===== config.mk =====
export PLATFORM = sky130hd
export DESIGN_NAME = prbl_top
export DESIGN_NICKNAME = d
export VERILOG_FILES = /design/src/hdl/prbl_pkg.sv /design/src/hdl/prbl_byte_lane.sv /design/src/hdl/prbl_reset_counter.sv /design/src/hdl/prbl_top.sv
export SDC_FILE = /design/constraint.sdc
export NUM_CORES = 1
export LEC_CHECK = 0
export BUFFER_PORTS_ARGS = -buffer_cell sky130_fd_sc_hd__buf_2
export CORE_MARGIN = 2
export CORE_UTILIZATION = 58
export DETAILED_ROUTE_END_ITERATION = 12
export PLACE_DENSITY_LB_ADDON = 0.1
export SYNTH_ARGS = -nofsm -noshare
export SYNTH_HDL_FRONTEND = slang
export SYNTH_SLANG_ARGS = --single-unit

===== constraint.sdc =====
create_clock -name clk -period 5 [get_ports clk]
set_clock_uncertainty 0.05 [all_clocks]
set_input_delay 1.25 -clock clk [delete_from_list [all_inputs] [get_ports clk]]
set_output_delay 1.25 -clock clk [all_outputs]
set_load 0.02 [all_outputs]

===== src/hdl/prbl_pkg.sv =====
package prbl_pkg;

  // ****************************************
  // clock
  // ****************************************
  localparam int unsigned CLK_HZ = 10_000_000;

  // ****************************************
  // register indices, byte address = 4 * index
  // ****************************************
  localparam logic [15:0] IDX_DURATION  = 16'h1C04;
  localparam logic [15:0] IDX_GROUP_RST = 16'h1C05;
  localparam logic [15:0] IDX_EXT_LANE  = 16'h1C33;
  localparam logic [15:0] IDX_USB_LANE  = 16'h1C40;
  localparam logic [15:0] IDX_BUS_WIDTH = 16'h1C41;

  localparam logic [17:0] ADDR_DURATION  = {IDX_DURATION, 2'h0};
  localparam logic [17:0] ADDR_GROUP_RST = {IDX_GROUP_RST, 2'h0};
  localparam logic [17:0] ADDR_EXT_LANE  = {IDX_EXT_LANE, 2'h0};
  localparam logic [17:0] ADDR_USB_LANE  = {IDX_USB_LANE, 2'h0};
  localparam logic [17:0] ADDR_BUS_WIDTH = {IDX_BUS_WIDTH, 2'h0};

  // ****************************************
  // group reset field
  // ****************************************
  localparam logic [7:0]  GROUP_MASK     = 8'hBF;
  localparam logic [15:0] DURATION_RST   = 16'h0000;
  localparam logic [7:0]  GROUP_RST_N_RST = 8'hFF;

  // ****************************************
  // byte lane modes and widths
  // ****************************************
  localparam logic [1:0] MODE_WORD     = 2'h0;
  localparam logic [1:0] MODE_HIGH     = 2'h1;
  localparam logic [1:0] MODE_LOW      = 2'h2;
  localparam logic [1:0] LANE_MODE_RST = 2'h0;
  localparam logic [1:0] WIDTH_8       = 2'h0;
  localparam logic [1:0] WIDTH_16      = 2'h1;
  localparam logic [1:0] BUS_WIDTH_RST = 2'h1;

  localparam logic [1:0] TGT_OTHER   = 2'h0;
  localparam logic [1:0] TGT_EXT_MEM = 2'h1;
  localparam logic [1:0] TGT_EXT_REG = 2'h2;
  localparam logic [1:0] TGT_USB_REG = 2'h3;

  localparam logic [1:0] RESP_OKAY   = 2'h0;
  localparam logic [1:0] RESP_DECERR = 2'h3;

  // lane enables {high, low}; reserved code acts as word
  function automatic logic [1:0] lane_sel(input logic [1:0] mode);
    case (mode)
      MODE_HIGH: lane_sel = 2'h2;
      MODE_LOW:  lane_sel = 2'h1;
      default:   lane_sel = 2'h3;
    endcase
  endfunction

  function automatic logic [15:0] merge16(input logic [15:0] old,
                                          input logic [15:0] dat,
                                          input logic [1:0]  strb);
    merge16 = {strb[1] ? dat[15:8] : old[15:8], strb[0] ? dat[7:0] : old[7:0]};
  endfunction

endpackage


===== src/hdl/prbl_byte_lane.sv =====
`timescale 1ns/100ps
module prbl_byte_lane (
  // clock and reset
  input  logic       clk,
  input  logic       nrst,
  input  logic       ce,
  // cpu access
  input  logic       acc_valid,
  input  logic [1:0] acc_target,
  // settings
  input  logic [1:0] ext_mode,
  input  logic [1:0] usb_mode,
  input  logic [1:0] bus_w,
  // result
  output logic       out_valid,
  output logic [1:0] out_target,
  output logic [1:0] lane_en,
  output logic [1:0] ext_count
);

  typedef struct packed {
    logic       vld;
    logic [1:0] tgt;
    logic [1:0] lane;
    logic [1:0] cnt;
  } prbl_lane_state_type;

  prbl_lane_state_type st_r;
  prbl_lane_state_type st_nxt;

  always_comb begin
    st_nxt     = st_r;
    st_nxt.vld = acc_valid;
    st_nxt.tgt = acc_target;
    st_nxt.cnt = 2'h0;
    case (acc_target)
      prbl_pkg::TGT_EXT_MEM: begin
        st_nxt.lane = prbl_pkg::lane_sel(ext_mode);
        st_nxt.cnt  = ((bus_w == prbl_pkg::WIDTH_8) && (st_nxt.lane == 2'h3)) ? 2'h2 : 2'h1;
      end
      prbl_pkg::TGT_EXT_REG: st_nxt.lane = prbl_pkg::lane_sel(ext_mode);
      prbl_pkg::TGT_USB_REG: st_nxt.lane = prbl_pkg::lane_sel(usb_mode);
      default:               st_nxt.lane = 2'h3;
    endcase
  end

  always_ff @(posedge clk or negedge nrst) begin
    if (!nrst) begin
      st_r <= '{vld: 1'b0, tgt: prbl_pkg::TGT_OTHER, lane: 2'h3, cnt: 2'h0};
    end else if (ce) begin
      st_r <= st_nxt;
    end
  end

  assign out_valid  = st_r.vld;
  assign out_target = st_r.tgt;
  assign lane_en    = st_r.lane;
  assign ext_count  = st_r.cnt;

  a_word_two_bytes: assert property (@(posedge clk) disable iff (!nrst)
    ce && acc_target == prbl_pkg::TGT_EXT_MEM && ext_mode == prbl_pkg::MODE_WORD
    && bus_w == prbl_pkg::WIDTH_8 |=> ext_count == 2'h2 && lane_en == 2'h3)
    else $error("word on 8-bit bus is not two accesses");
  a_high_lanes: assert property (@(posedge clk) disable iff (!nrst)
    ce && acc_target == prbl_pkg::TGT_EXT_MEM && ext_mode == prbl_pkg::MODE_HIGH
    |=> ext_count == 2'h1 && lane_en == 2'h2)
    else $error("high byte access wrong");
  a_low_lanes: assert property (@(posedge clk) disable iff (!nrst)
    ce && acc_target == prbl_pkg::TGT_EXT_MEM && ext_mode == prbl_pkg::MODE_LOW
    |=> ext_count == 2'h1 && lane_en == 2'h1)
    else $error("low byte access wrong");
  a_usb_own_mode: assert property (@(posedge clk) disable iff (!nrst)
    ce && acc_target == prbl_pkg::TGT_USB_REG && usb_mode == prbl_pkg::MODE_WORD
    |=> lane_en == 2'h3 && ext_count == 2'h0)
    else $error("usb access not whole word");
  a_other_word: assert property (@(posedge clk) disable iff (!nrst)
    ce && acc_target == prbl_pkg::TGT_OTHER |=> lane_en == 2'h3 && ext_count == 2'h0)
    else $error("unrelated access masked");

endmodule


===== src/hdl/prbl_reset_counter.sv =====
`timescale 1ns/100ps
module prbl_reset_counter (
  // clock and reset
  input  logic        clk,
  input  logic        nrst,
  input  logic        ce,
  // control
  input  logic [7:0]  trig,
  input  logic [15:0] dur,
  // state
  output logic [7:0]  act,
  output logic [7:0]  rst_n
);

  typedef struct packed {
    logic [7:0]  act;
    logic [15:0] cnt;
    logic [7:0]  rst_n;
  } prbl_cnt_state_type;

  prbl_cnt_state_type st_r;
  prbl_cnt_state_type st_nxt;

  always_comb begin
    st_nxt = st_r;
    if (|trig) begin
      st_nxt.act = st_r.act | trig;
      st_nxt.cnt = dur;
    end else if (|st_r.act) begin
      if (st_r.cnt <= 16'h0001) begin
        st_nxt.act = 8'h00;
      end
      st_nxt.cnt = (st_r.cnt == 16'h0000) ? 16'h0000 : 16'(st_r.cnt - 16'h0001);
    end
    st_nxt.rst_n = ~st_nxt.act;
  end

  always_ff @(posedge clk or negedge nrst) begin
    if (!nrst) begin
      st_r <= '{act: 8'h00, cnt: prbl_pkg::DURATION_RST, rst_n: prbl_pkg::GROUP_RST_N_RST};
    end else if (ce) begin
      st_r <= st_nxt;
    end
  end

  assign act   = st_r.act;
  assign rst_n = st_r.rst_n;

  a_trig_loads: assert property (@(posedge clk) disable iff (!nrst)
    ce && (|trig) |=> ((act & $past(trig)) == $past(trig)) && (st_r.cnt == $past(dur)))
    else $error("trigger did not start reset");
  a_zero_idle: assert property (@(posedge clk) disable iff (!nrst)
    ce && (trig == 8'h00) && (act == 8'h00) |=> act == 8'h00)
    else $error("reset started without a trigger");
  a_hold_count: assert property (@(posedge clk) disable iff (!nrst)
    ce && (trig == 8'h00) && (st_r.cnt > 16'h0001) |=> act == $past(act))
    else $error("reset released early");
  a_end_clears: assert property (@(posedge clk) disable iff (!nrst)
    ce && (trig == 8'h00) && (st_r.cnt <= 16'h0001) |=> act == 8'h00)
    else $error("reset not released at count end");

endmodule


===== src/hdl/prbl_top.sv =====
// Chosen here: the AXI4-Lite interface to the registers.
`timescale 1ns/100ps
module prbl_top (
  // clock and reset
  input  logic        clk,
  input  logic        nrst,
  input  logic        ce,
  // axi4-lite write address
  input  logic [17:0] s_axi_awaddr,
  input  logic        s_axi_awvalid,
  output logic        s_axi_awready,
  // axi4-lite write data
  input  logic [31:0] s_axi_wdata,
  input  logic [3:0]  s_axi_wstrb,
  input  logic        s_axi_wvalid,
  output logic        s_axi_wready,
  // axi4-lite write response
  output logic [1:0]  s_axi_bresp,
  output logic        s_axi_bvalid,
  input  logic        s_axi_bready,
  // axi4-lite read address
  input  logic [17:0] s_axi_araddr,
  input  logic        s_axi_arvalid,
  output logic        s_axi_arready,
  // axi4-lite read data
  output logic [31:0] s_axi_rdata,
  output logic [1:0]  s_axi_rresp,
  output logic        s_axi_rvalid,
  input  logic        s_axi_rready,
  // cpu access classification
  input  logic        acc_valid,
  input  logic [1:0]  acc_target,
  output logic        acc_out_valid,
  output logic [1:0]  acc_out_target,
  output logic [1:0]  acc_lane_en,
  output logic [1:0]  acc_ext_count,
  // peripheral group resets
  output logic        grp4_rst_n,
  output logic        grp3_rst_n,
  output logic        dma_rst_n,
  output logic        usb_rst_n,
  output logic        analog_rst_n,
  output logic        grp1_rst_n,
  output logic        i2c_rst_n
);

  // ****************************************
  // state
  // ****************************************
  typedef struct packed {
    logic        awrdy;
    logic        aw_got;
    logic [17:0] aw_addr;
    logic        wrdy;
    logic        w_got;
    logic [31:0] w_data;
    logic [3:0]  w_strb;
    logic        bvld;
    logic [1:0]  bresp;
    logic        ardy;
    logic        rvld;
    logic [31:0] rdata;
    logic [1:0]  rresp;
    logic [15:0] dur;
    logic [1:0]  ext_mode;
    logic [1:0]  usb_mode;
    logic [1:0]  bus_w;
    logic [7:0]  trig;
  } prbl_top_state_type;

  prbl_top_state_type st_r;
  prbl_top_state_type st_nxt;

  logic [7:0]  grp_act;
  logic [7:0]  grp_rst_n;
  logic [15:0] wr_val;
  logic [17:0] wr_addr;
  logic [17:0] rd_addr;
  logic        wr_go;

  // ****************************************
  // register bus
  // ****************************************
  always_comb begin
    st_nxt      = st_r;
    wr_val      = 16'h0000;
    st_nxt.trig = 8'h00;
    wr_addr     = {st_r.aw_addr[17:2], 2'h0};
    rd_addr     = {s_axi_araddr[17:2], 2'h0};
    wr_go       = st_r.aw_got && st_r.w_got && !st_r.bvld;

    if (s_axi_awvalid && st_r.awrdy) begin
      st_nxt.aw_got  = 1'b1;
      st_nxt.aw_addr = s_axi_awaddr;
      st_nxt.awrdy   = 1'b0;
    end

    if (s_axi_wvalid && st_r.wrdy) begin
      st_nxt.w_got  = 1'b1;
      st_nxt.w_data = s_axi_wdata;
      st_nxt.w_strb = s_axi_wstrb;
      st_nxt.wrdy   = 1'b0;
    end

    if (wr_go) begin
      st_nxt.aw_got = 1'b0;
      st_nxt.w_got  = 1'b0;
      st_nxt.bvld   = 1'b1;
      st_nxt.bresp  = prbl_pkg::RESP_OKAY;
      case (wr_addr)
        prbl_pkg::ADDR_DURATION: begin
          st_nxt.dur = prbl_pkg::merge16(st_r.dur, st_r.w_data[15:0], st_r.w_strb[1:0]);
        end
        prbl_pkg::ADDR_GROUP_RST: begin
          wr_val      = prbl_pkg::merge16(16'h0000, st_r.w_data[15:0], st_r.w_strb[1:0]);
          st_nxt.trig = wr_val[7:0] & prbl_pkg::GROUP_MASK;
        end
        prbl_pkg::ADDR_EXT_LANE: begin
          wr_val = prbl_pkg::merge16({14'h0000, st_r.ext_mode},
                                     st_r.w_data[15:0], st_r.w_strb[1:0]);
          st_nxt.ext_mode = wr_val[1:0];
        end
        prbl_pkg::ADDR_USB_LANE: begin
          wr_val = prbl_pkg::merge16({14'h0000, st_r.usb_mode},
                                     st_r.w_data[15:0], st_r.w_strb[1:0]);
          st_nxt.usb_mode = wr_val[1:0];
        end
        prbl_pkg::ADDR_BUS_WIDTH: begin
          wr_val = prbl_pkg::merge16({14'h0000, st_r.bus_w},
                                     st_r.w_data[15:0], st_r.w_strb[1:0]);
          st_nxt.bus_w = wr_val[1:0];
        end
        default: begin
          st_nxt.bresp = prbl_pkg::RESP_DECERR;
        end
      endcase
    end

    if (st_r.bvld && s_axi_bready) begin
      st_nxt.bvld  = 1'b0;
      st_nxt.awrdy = 1'b1;
      st_nxt.wrdy  = 1'b1;
    end

    if (s_axi_arvalid && st_r.ardy) begin
      st_nxt.ardy  = 1'b0;
      st_nxt.rvld  = 1'b1;
      st_nxt.rresp = prbl_pkg::RESP_OKAY;
      case (rd_addr)
        prbl_pkg::ADDR_DURATION: begin
          st_nxt.rdata = {16'h0000, st_r.dur};
        end
        prbl_pkg::ADDR_GROUP_RST: begin
          st_nxt.rdata = {24'h000000, grp_act & prbl_pkg::GROUP_MASK};
        end
        prbl_pkg::ADDR_EXT_LANE: begin
          st_nxt.rdata = {30'h00000000, st_r.ext_mode};
        end
        prbl_pkg::ADDR_USB_LANE: begin
          st_nxt.rdata = {30'h00000000, st_r.usb_mode};
        end
        prbl_pkg::ADDR_BUS_WIDTH: begin
          st_nxt.rdata = {30'h00000000, st_r.bus_w};
        end
        default: begin
          st_nxt.rdata = 32'h00000000;
          st_nxt.rresp = prbl_pkg::RESP_DECERR;
        end
      endcase
    end

    if (st_r.rvld && s_axi_rready) begin
      st_nxt.rvld = 1'b0;
      st_nxt.ardy = 1'b1;
    end
  end

  always_ff @(posedge clk or negedge nrst) begin
    if (!nrst) begin
      st_r <= '{awrdy: 1'b1, aw_got: 1'b0, aw_addr: 18'h00000,
                wrdy: 1'b1, w_got: 1'b0, w_data: 32'h00000000, w_strb: 4'h0,
                bvld: 1'b0, bresp: prbl_pkg::RESP_OKAY,
                ardy: 1'b1, rvld: 1'b0, rdata: 32'h00000000,
                rresp: prbl_pkg::RESP_OKAY,
                dur: prbl_pkg::DURATION_RST,
                ext_mode: prbl_pkg::LANE_MODE_RST,
                usb_mode: prbl_pkg::LANE_MODE_RST,
                bus_w: prbl_pkg::BUS_WIDTH_RST,
                trig: 8'h00};
    end else if (ce) begin
      st_r <= st_nxt;
    end
  end

  // ****************************************
  // group reset timing
  // ****************************************
  prbl_reset_counter u_cnt (
    .clk   (clk),
    .nrst  (nrst),
    .ce    (ce),
    .trig  (st_r.trig),
    .dur   (st_r.dur),
    .act   (grp_act),
    .rst_n (grp_rst_n)
  );

  // ****************************************
  // byte lane selection
  // ****************************************
  prbl_byte_lane u_lane (
    .clk        (clk),
    .nrst       (nrst),
    .ce         (ce),
    .acc_valid  (acc_valid),
    .acc_target (acc_target),
    .ext_mode   (st_r.ext_mode),
    .usb_mode   (st_r.usb_mode),
    .bus_w      (st_r.bus_w),
    .out_valid  (acc_out_valid),
    .out_target (acc_out_target),
    .lane_en    (acc_lane_en),
    .ext_count  (acc_ext_count)
  );

  // ****************************************
  // outputs
  // ****************************************
  assign s_axi_awready = st_r.awrdy;
  assign s_axi_wready  = st_r.wrdy;
  assign s_axi_bresp   = st_r.bresp;
  assign s_axi_bvalid  = st_r.bvld;
  assign s_axi_arready = st_r.ardy;
  assign s_axi_rdata   = st_r.rdata;
  assign s_axi_rresp   = st_r.rresp;
  assign s_axi_rvalid  = st_r.rvld;

  assign grp4_rst_n   = grp_rst_n[7];
  assign grp3_rst_n   = grp_rst_n[5];
  assign dma_rst_n    = grp_rst_n[4];
  assign usb_rst_n    = grp_rst_n[3];
  assign analog_rst_n = grp_rst_n[2];
  assign grp1_rst_n   = grp_rst_n[1];
  assign i2c_rst_n    = grp_rst_n[0];

  // ****************************************
  // checks
  // ****************************************
  a_write_trig: assert property (@(posedge clk) disable iff (!nrst)
    ce && wr_go && wr_addr == prbl_pkg::ADDR_GROUP_RST && st_r.w_strb[0]
    |=> st_r.trig == ($past(st_r.w_data[7:0]) & prbl_pkg::GROUP_MASK))
    else $error("group write did not trigger");
  a_trig_to_pin: assert property (@(posedge clk) disable iff (!nrst)
    ce && st_r.trig[3] |=> !usb_rst_n)
    else $error("usb reset not asserted after trigger");
  a_read_status: assert property (@(posedge clk) disable iff (!nrst)
    ce && s_axi_arvalid && st_r.ardy && rd_addr == prbl_pkg::ADDR_GROUP_RST
    |=> s_axi_rvalid && s_axi_rdata[7:0] == ($past(grp_act) & prbl_pkg::GROUP_MASK))
    else $error("status read wrong");
  a_pins_match: assert property (@(posedge clk) disable iff (!nrst)
    {grp4_rst_n, grp3_rst_n, dma_rst_n, analog_rst_n, grp1_rst_n, i2c_rst_n}
    == ~{grp_act[7], grp_act[5], grp_act[4], grp_act[2], grp_act[1], grp_act[0]})
    else $error("group reset pin mismatch");
  a_resp_follows: assert property (@(posedge clk) disable iff (!nrst)
    $rose(s_axi_bvalid) |-> $past(st_r.aw_got && st_r.w_got))
    else $error("write response without address and data");
  a_unmapped_err: assert property (@(posedge clk) disable iff (!nrst)
    ce && s_axi_arvalid && st_r.ardy && rd_addr != prbl_pkg::ADDR_DURATION
    && rd_addr != prbl_pkg::ADDR_GROUP_RST && rd_addr != prbl_pkg::ADDR_EXT_LANE
    && rd_addr != prbl_pkg::ADDR_USB_LANE && rd_addr != prbl_pkg::ADDR_BUS_WIDTH
    |=> s_axi_rresp == prbl_pkg::RESP_DECERR && s_axi_rdata == 32'h00000000)
    else $error("unmapped read not refused");
  a_mode_store: assert property (@(posedge clk) disable iff (!nrst)
    ce && wr_go && wr_addr == prbl_pkg::ADDR_EXT_LANE && st_r.w_strb[0]
    |=> st_r.ext_mode == $past(st_r.w_data[1:0]))
    else $error("byte mode not stored");
  a_zero_no_trig: assert property (@(posedge clk) disable iff (!nrst)
    ce && wr_go && wr_addr == prbl_pkg::ADDR_GROUP_RST && st_r.w_data[7:0] == 8'h00
    |=> st_r.trig == 8'h00)
    else $error("zero write started a reset");
  a_trig_all_pins: assert property (@(posedge clk) disable iff (!nrst)
    ce && (|st_r.trig) |=> (grp_rst_n & $past(st_r.trig)) == 8'h00)
    else $error("triggered group not in reset");
  a_usb_pin: assert property (@(posedge clk) disable iff (!nrst)
    usb_rst_n == !grp_act[3])
    else $error("usb reset pin mismatch");
  a_grp_rd_mask: assert property (@(posedge clk) disable iff (!nrst)
    ce && s_axi_arvalid && st_r.ardy && rd_addr == prbl_pkg::ADDR_GROUP_RST
    |=> s_axi_rdata[31:8] == 24'h000000 && !s_axi_rdata[6])
    else $error("reserved status bits set");
  a_dur_store: assert property (@(posedge clk) disable iff (!nrst)
    ce && wr_go && wr_addr == prbl_pkg::ADDR_DURATION && (&st_r.w_strb[1:0])
    |=> st_r.dur == $past(st_r.w_data[15:0]))
    else $error("duration not stored");
  a_usb_mode_store: assert property (@(posedge clk) disable iff (!nrst)
    ce && wr_go && wr_addr == prbl_pkg::ADDR_USB_LANE && st_r.w_strb[0]
    |=> st_r.usb_mode == $past(st_r.w_data[1:0]))
    else $error("usb byte mode not stored");
  a_ext_mode_read: assert property (@(posedge clk) disable iff (!nrst)
    ce && s_axi_arvalid && st_r.ardy && rd_addr == prbl_pkg::ADDR_EXT_LANE
    |=> s_axi_rdata == {30'h00000000, $past(st_r.ext_mode)})
    else $error("byte mode read wrong");
  a_grp_wr_only: assert property (@(posedge clk) disable iff (!nrst)
    ce && wr_go && wr_addr == prbl_pkg::ADDR_GROUP_RST
    |=> $stable(st_r.dur) && $stable(st_r.ext_mode) && $stable(st_r.usb_mode))
    else $error("group write changed other registers");

  // ****************************************
  // bus protocol checks
  // ****************************************
  a_b_done: assert property (@(posedge clk) disable iff (!nrst)
    ce && s_axi_bvalid && s_axi_bready |=> !s_axi_bvalid && s_axi_awready && s_axi_wready)
    else $error("write channel not released");
  a_r_done: assert property (@(posedge clk) disable iff (!nrst)
    ce && s_axi_rvalid && s_axi_rready |=> !s_axi_rvalid && s_axi_arready)
    else $error("read channel not released");
  a_w_refused: assert property (@(posedge clk) disable iff (!nrst)
    s_axi_bvalid |-> !s_axi_awready && !s_axi_wready)
    else $error("write taken during response");
  a_ar_refused: assert property (@(posedge clk) disable iff (!nrst)
    s_axi_rvalid |-> !s_axi_arready)
    else $error("read taken during response");

endmodule


==> flow_metrics.env <==
export IMPL_overflow=0
export IMPL_async_flop_share=1.00
export IMPL_syn_cell_area_mm2=0.00597
export IMPL_track_usage=0.251
export IMPL_synth_xor_area_frac=0
export IMPL_hold_path_class="reg2reg"
export IMPL_crit_buf_inv=1
export IMPL_area_growth_pct=16.6
export IMPL_synth_seq_cells=126
export IMPL_clk_pin_slew_ns=0.06
export IMPL_crit_type="in2reg"
export IMPL_cts_hold_fix_buffers=0
export IMPL_cts_resized=0
export IMPL_min_period_ns=2.67
export IMPL_yosys_top_cells_count="dfrtp_1 (113), mux2_1 (38), buf_4 (36)"
export IMPL_die_w_um=105
export IMPL_layout_drive_gt1_share=0.295
export IMPL_stdcell_area_mm2=0.00696
export IMPL_synth_area_per_cell_um2=11.5
export IMPL_synth_flop_cell="dfrtp_1"
export IMPL_fmax_mhz=374
export IMPL_wl_per_cell_um=17.0
export IMPL_synth_edf_count=0
export IMPL_hold_path_startpoint="s_axi_rdata[4]$_DFFE_PN0P_"
export IMPL_use_met1=0.337
export IMPL_firstDrtPassIters=5
export IMPL_status="completed"
export IMPL_setup_violations=0
export IMPL_cp_cell_sequence="buf_2 -> and4b_1 -> nand2_1 -> or4_1 -> mux2_1"
export IMPL_crit_required_ns=5.34
export IMPL_met2_usage=0.394
export IMPL_cts_sinks=126
export IMPL_drt_first_iter_violations=267
export IMPL_synth_top_family_by_area="compound AO/OA/AOI/OAI gates"
export IMPL_cts_buffer_depth=2
export IMPL_maxSlewHeadroom=0.357
export IMPL_hpwlAfterDp_um=8890
export IMPL_finalSetupTns_ns=0
export IMPL_yosys_area_share_simple=0.128
export IMPL_crit_path_end_kind="flip-flop"
export IMPL_grt_busiest_layer="met2"
export IMPL_io_pins=138
export IMPL_finalCritPeriodShare=0.534
export IMPL_n_antenna_cell=0
export IMPL_grt_pass1_wl_um=21700
export IMPL_rrSetupSlack_ns=2.40
export IMPL_routabilityCongestion=0.872
export IMPL_insertion_delay_ns=0.52
export IMPL_synth_top_area_cell="dfrtp_1"
export IMPL_htree_levels=4
export IMPL_reg2reg_from="st_r[5]$_DFFE_PN0P_"
export IMPL_crit_family="simple AND/OR/NAND/NOR gates"
export IMPL_synth_area_top_cells="dfrtp_1 (47%), mux2_1 (7.2%), dfstp_2 (5.7%)"
export IMPL_hold_depth=2
export IMPL_yosys_area_share_adder=0.0147
export IMPL_die_area_mm2=0.0111
export IMPL_vias_per_cell=5.77
export IMPL_synth_cell_type_count=63
export IMPL_power_density_mw_per_mm2=409
export IMPL_critPathSlowestCell="or4_1"
export IMPL_routed_wl_um=12800
export IMPL_p_leak_nw=3.30
export IMPL_grt_pass1_vias=4329
export IMPL_initial_core_util=0.589
export IMPL_yosysMostFrequentCell="dfrtp_1"
export IMPL_fin_nets=691
export IMPL_whs_endpoint="s_axi_rdata[4]$_DFFE_PN0P_"
export IMPL_ys_warn_count=0
export IMPL_synth_compound_area_frac=0.131
export IMPL_drv_cap=0
export IMPL_worstSetupStartpointType="input port"
export IMPL_synth_top_area_share=0.474
export IMPL_post_cts_buffers=0
export IMPL_final_hold_viol_count=0
export IMPL_tightest_slew_ns=0.964
export IMPL_power_total_mw=2.84
export IMPL_place_area_mm2=0.00638
export IMPL_cp_arrival_ns=3.01
export IMPL_core_mm2=0.0101
export IMPL_cts_made_buffers=17
export IMPL_ys_seq_area_frac=0.531
export IMPL_met3_usage=0.0649
export IMPL_netlist_instances=518
export IMPL_slew_viol_final=0
export IMPL_antenna_left=0
export IMPL_ir_drop_uv=276
export IMPL_reg2reg_to="u_cnt.rst_n[0]$_DFFE_PN1P_"
export IMPL_nFillCells=771
export IMPL_grt_setup_unrepaired="no"
export IMPL_worstPathMaxFanout=26
export IMPL_max_stage_delay_ns=0.56
export IMPL_die_h_um=105
export IMPL_place_port_buffers=99
export IMPL_grt_max_degree=81
export IMPL_cts_root_buf="clkbuf_8"
export IMPL_synth_mux_area_frac=0.123
export IMPL_vias=4331
export IMPL_r2r_cells=5
export IMPL_cts_tree="built"
export IMPL_drc=0
export IMPL_antenna_found_initial=1
export IMPL_std_cell_rows=37
==> metrics by stage <==
| stage | hold slack (ns) | util | std cells | setup slack [ns] |
|---|---|---|---|---|
| floorplan | 0.402 | - | 533 | 2.24 |
| global placement | 0.412 | 0.630 | 718 | 1.84 |
| detailed placement | 0.421 | 0.630 | 718 | 1.79 |
| CTS | 0.434 | 0.686 | 750 | 2.33 |
| global route | 0.458 | 0.686 | 750 | 2.19 |
| finish | 0.429 | 0.686 | 750 | 2.33 |
==> area by class of cell <==
type	count	area (um^2)	area share
Clock inverter	6	85.1	0.0122
Timing Repair Buffer	105	543	0.0781
Multi-Input combinational cell	331	2430	0.349
Tap cell	136	170	0.0245
Sequential cell	126	3170	0.456
Inverter	20	75.1	0.0108
Clock buffer	26	488	0.0701
==> logic make-up (layout without fill, tap and decap cells) <==
kind of cell,count (synthesis),after routing
AOI/OAI and AO/OA,113,113
muxes,66,66
and+or+nand+nor,129,129
DFF,126,126
buffers and inverters,76,157
adders and majority gates,7,7
other,1,16
==> report_power, final <==
part           total [mW]  switching, mW  internal, mW  leakage, nW
clock network        1.19          0.425         0.761        0.275
logic               0.344          0.172         0.172         1.42
registers            1.31          0.121          1.19         1.60
total                2.84          0.718          2.13         3.30
==> metal layers <==
metal / vias to the layer above / routed length [um]
li1: 2016 / -
met1: 2152 / 5630
met2: 143 / 6110
met3: 18 / 819
met4: 2 / 175
met5: - / 13
==> worst max path at each step <==
| stage | start | slack (ns) | depth (start not counted) | end |
|---|---|---|---|---|
| final | ce | 2.33 | 5 | st_r[9]$_DFFE_PN0P_ |
| after global routing | ce | 2.19 | 5 | st_r[1]$_DFFE_PN0P_ |
| after CTS | ce | 2.33 | 5 | st_r[1]$_DFFE_PN0P_ |
| after detailed placement | ce | 1.79 | 5 | u_cnt.rst_n[0]$_DFFE_PN1P_ |
| after global placement | ce | 1.84 | 5 | st_r[9]$_DFFE_PN0P_ |
| after floorplan | ce | 2.24 | 5 | st_r[9]$_DFFE_PN0P_ |
==> sequential cells by signal, summed over array words and instances (netlist names), named ones only <==
register,flops
s_axi_arready,1
s_axi_awready,1
s_axi_bresp,1
s_axi_bvalid,1
s_axi_rdata,16
s_axi_rresp,1
s_axi_rvalid,1
s_axi_wready,1
st_r,65
u_cnt.rst_n,7
u_cnt.st_r,16
u_lane.ext_count,2
u_lane.lane_en,2
u_lane.out_target,2
u_lane.out_valid,1
==> layout by cell type, fill, tap and decap left out, types with 8 or more instances in the layout <==
| cell type | instances |
|---|---|
| dfrtp_1 | 113 |
| buf_2 | 98 |
| mux2_1 | 38 |
| nor2_1 | 28 |
| nand2_1 | 27 |
| a21oi_1 | 24 |
| o21ai_1 | 21 |
| inv_1 | 20 |
| a22o_1 | 19 |
| mux2_2 | 19 |
| conb_1 | 16 |
| clkbuf_16 | 16 |
| nand3_1 | 15 |
| dfstp_2 | 13 |
| mux2i_1 | 9 |
| nor3_1 | 8 |
| o21ai_0 | 8 |
| o22a_1 | 8 |
==> worst register-to-register path: stages, from the launching register on <==
cell     delay [ns]
dfrtp_1        0.43
nor4_2         0.44
nand2_1        0.57
o21a_1         0.57
or2b_4         0.34
o22a_1         0.15
(Power assumes the default switching activity.)
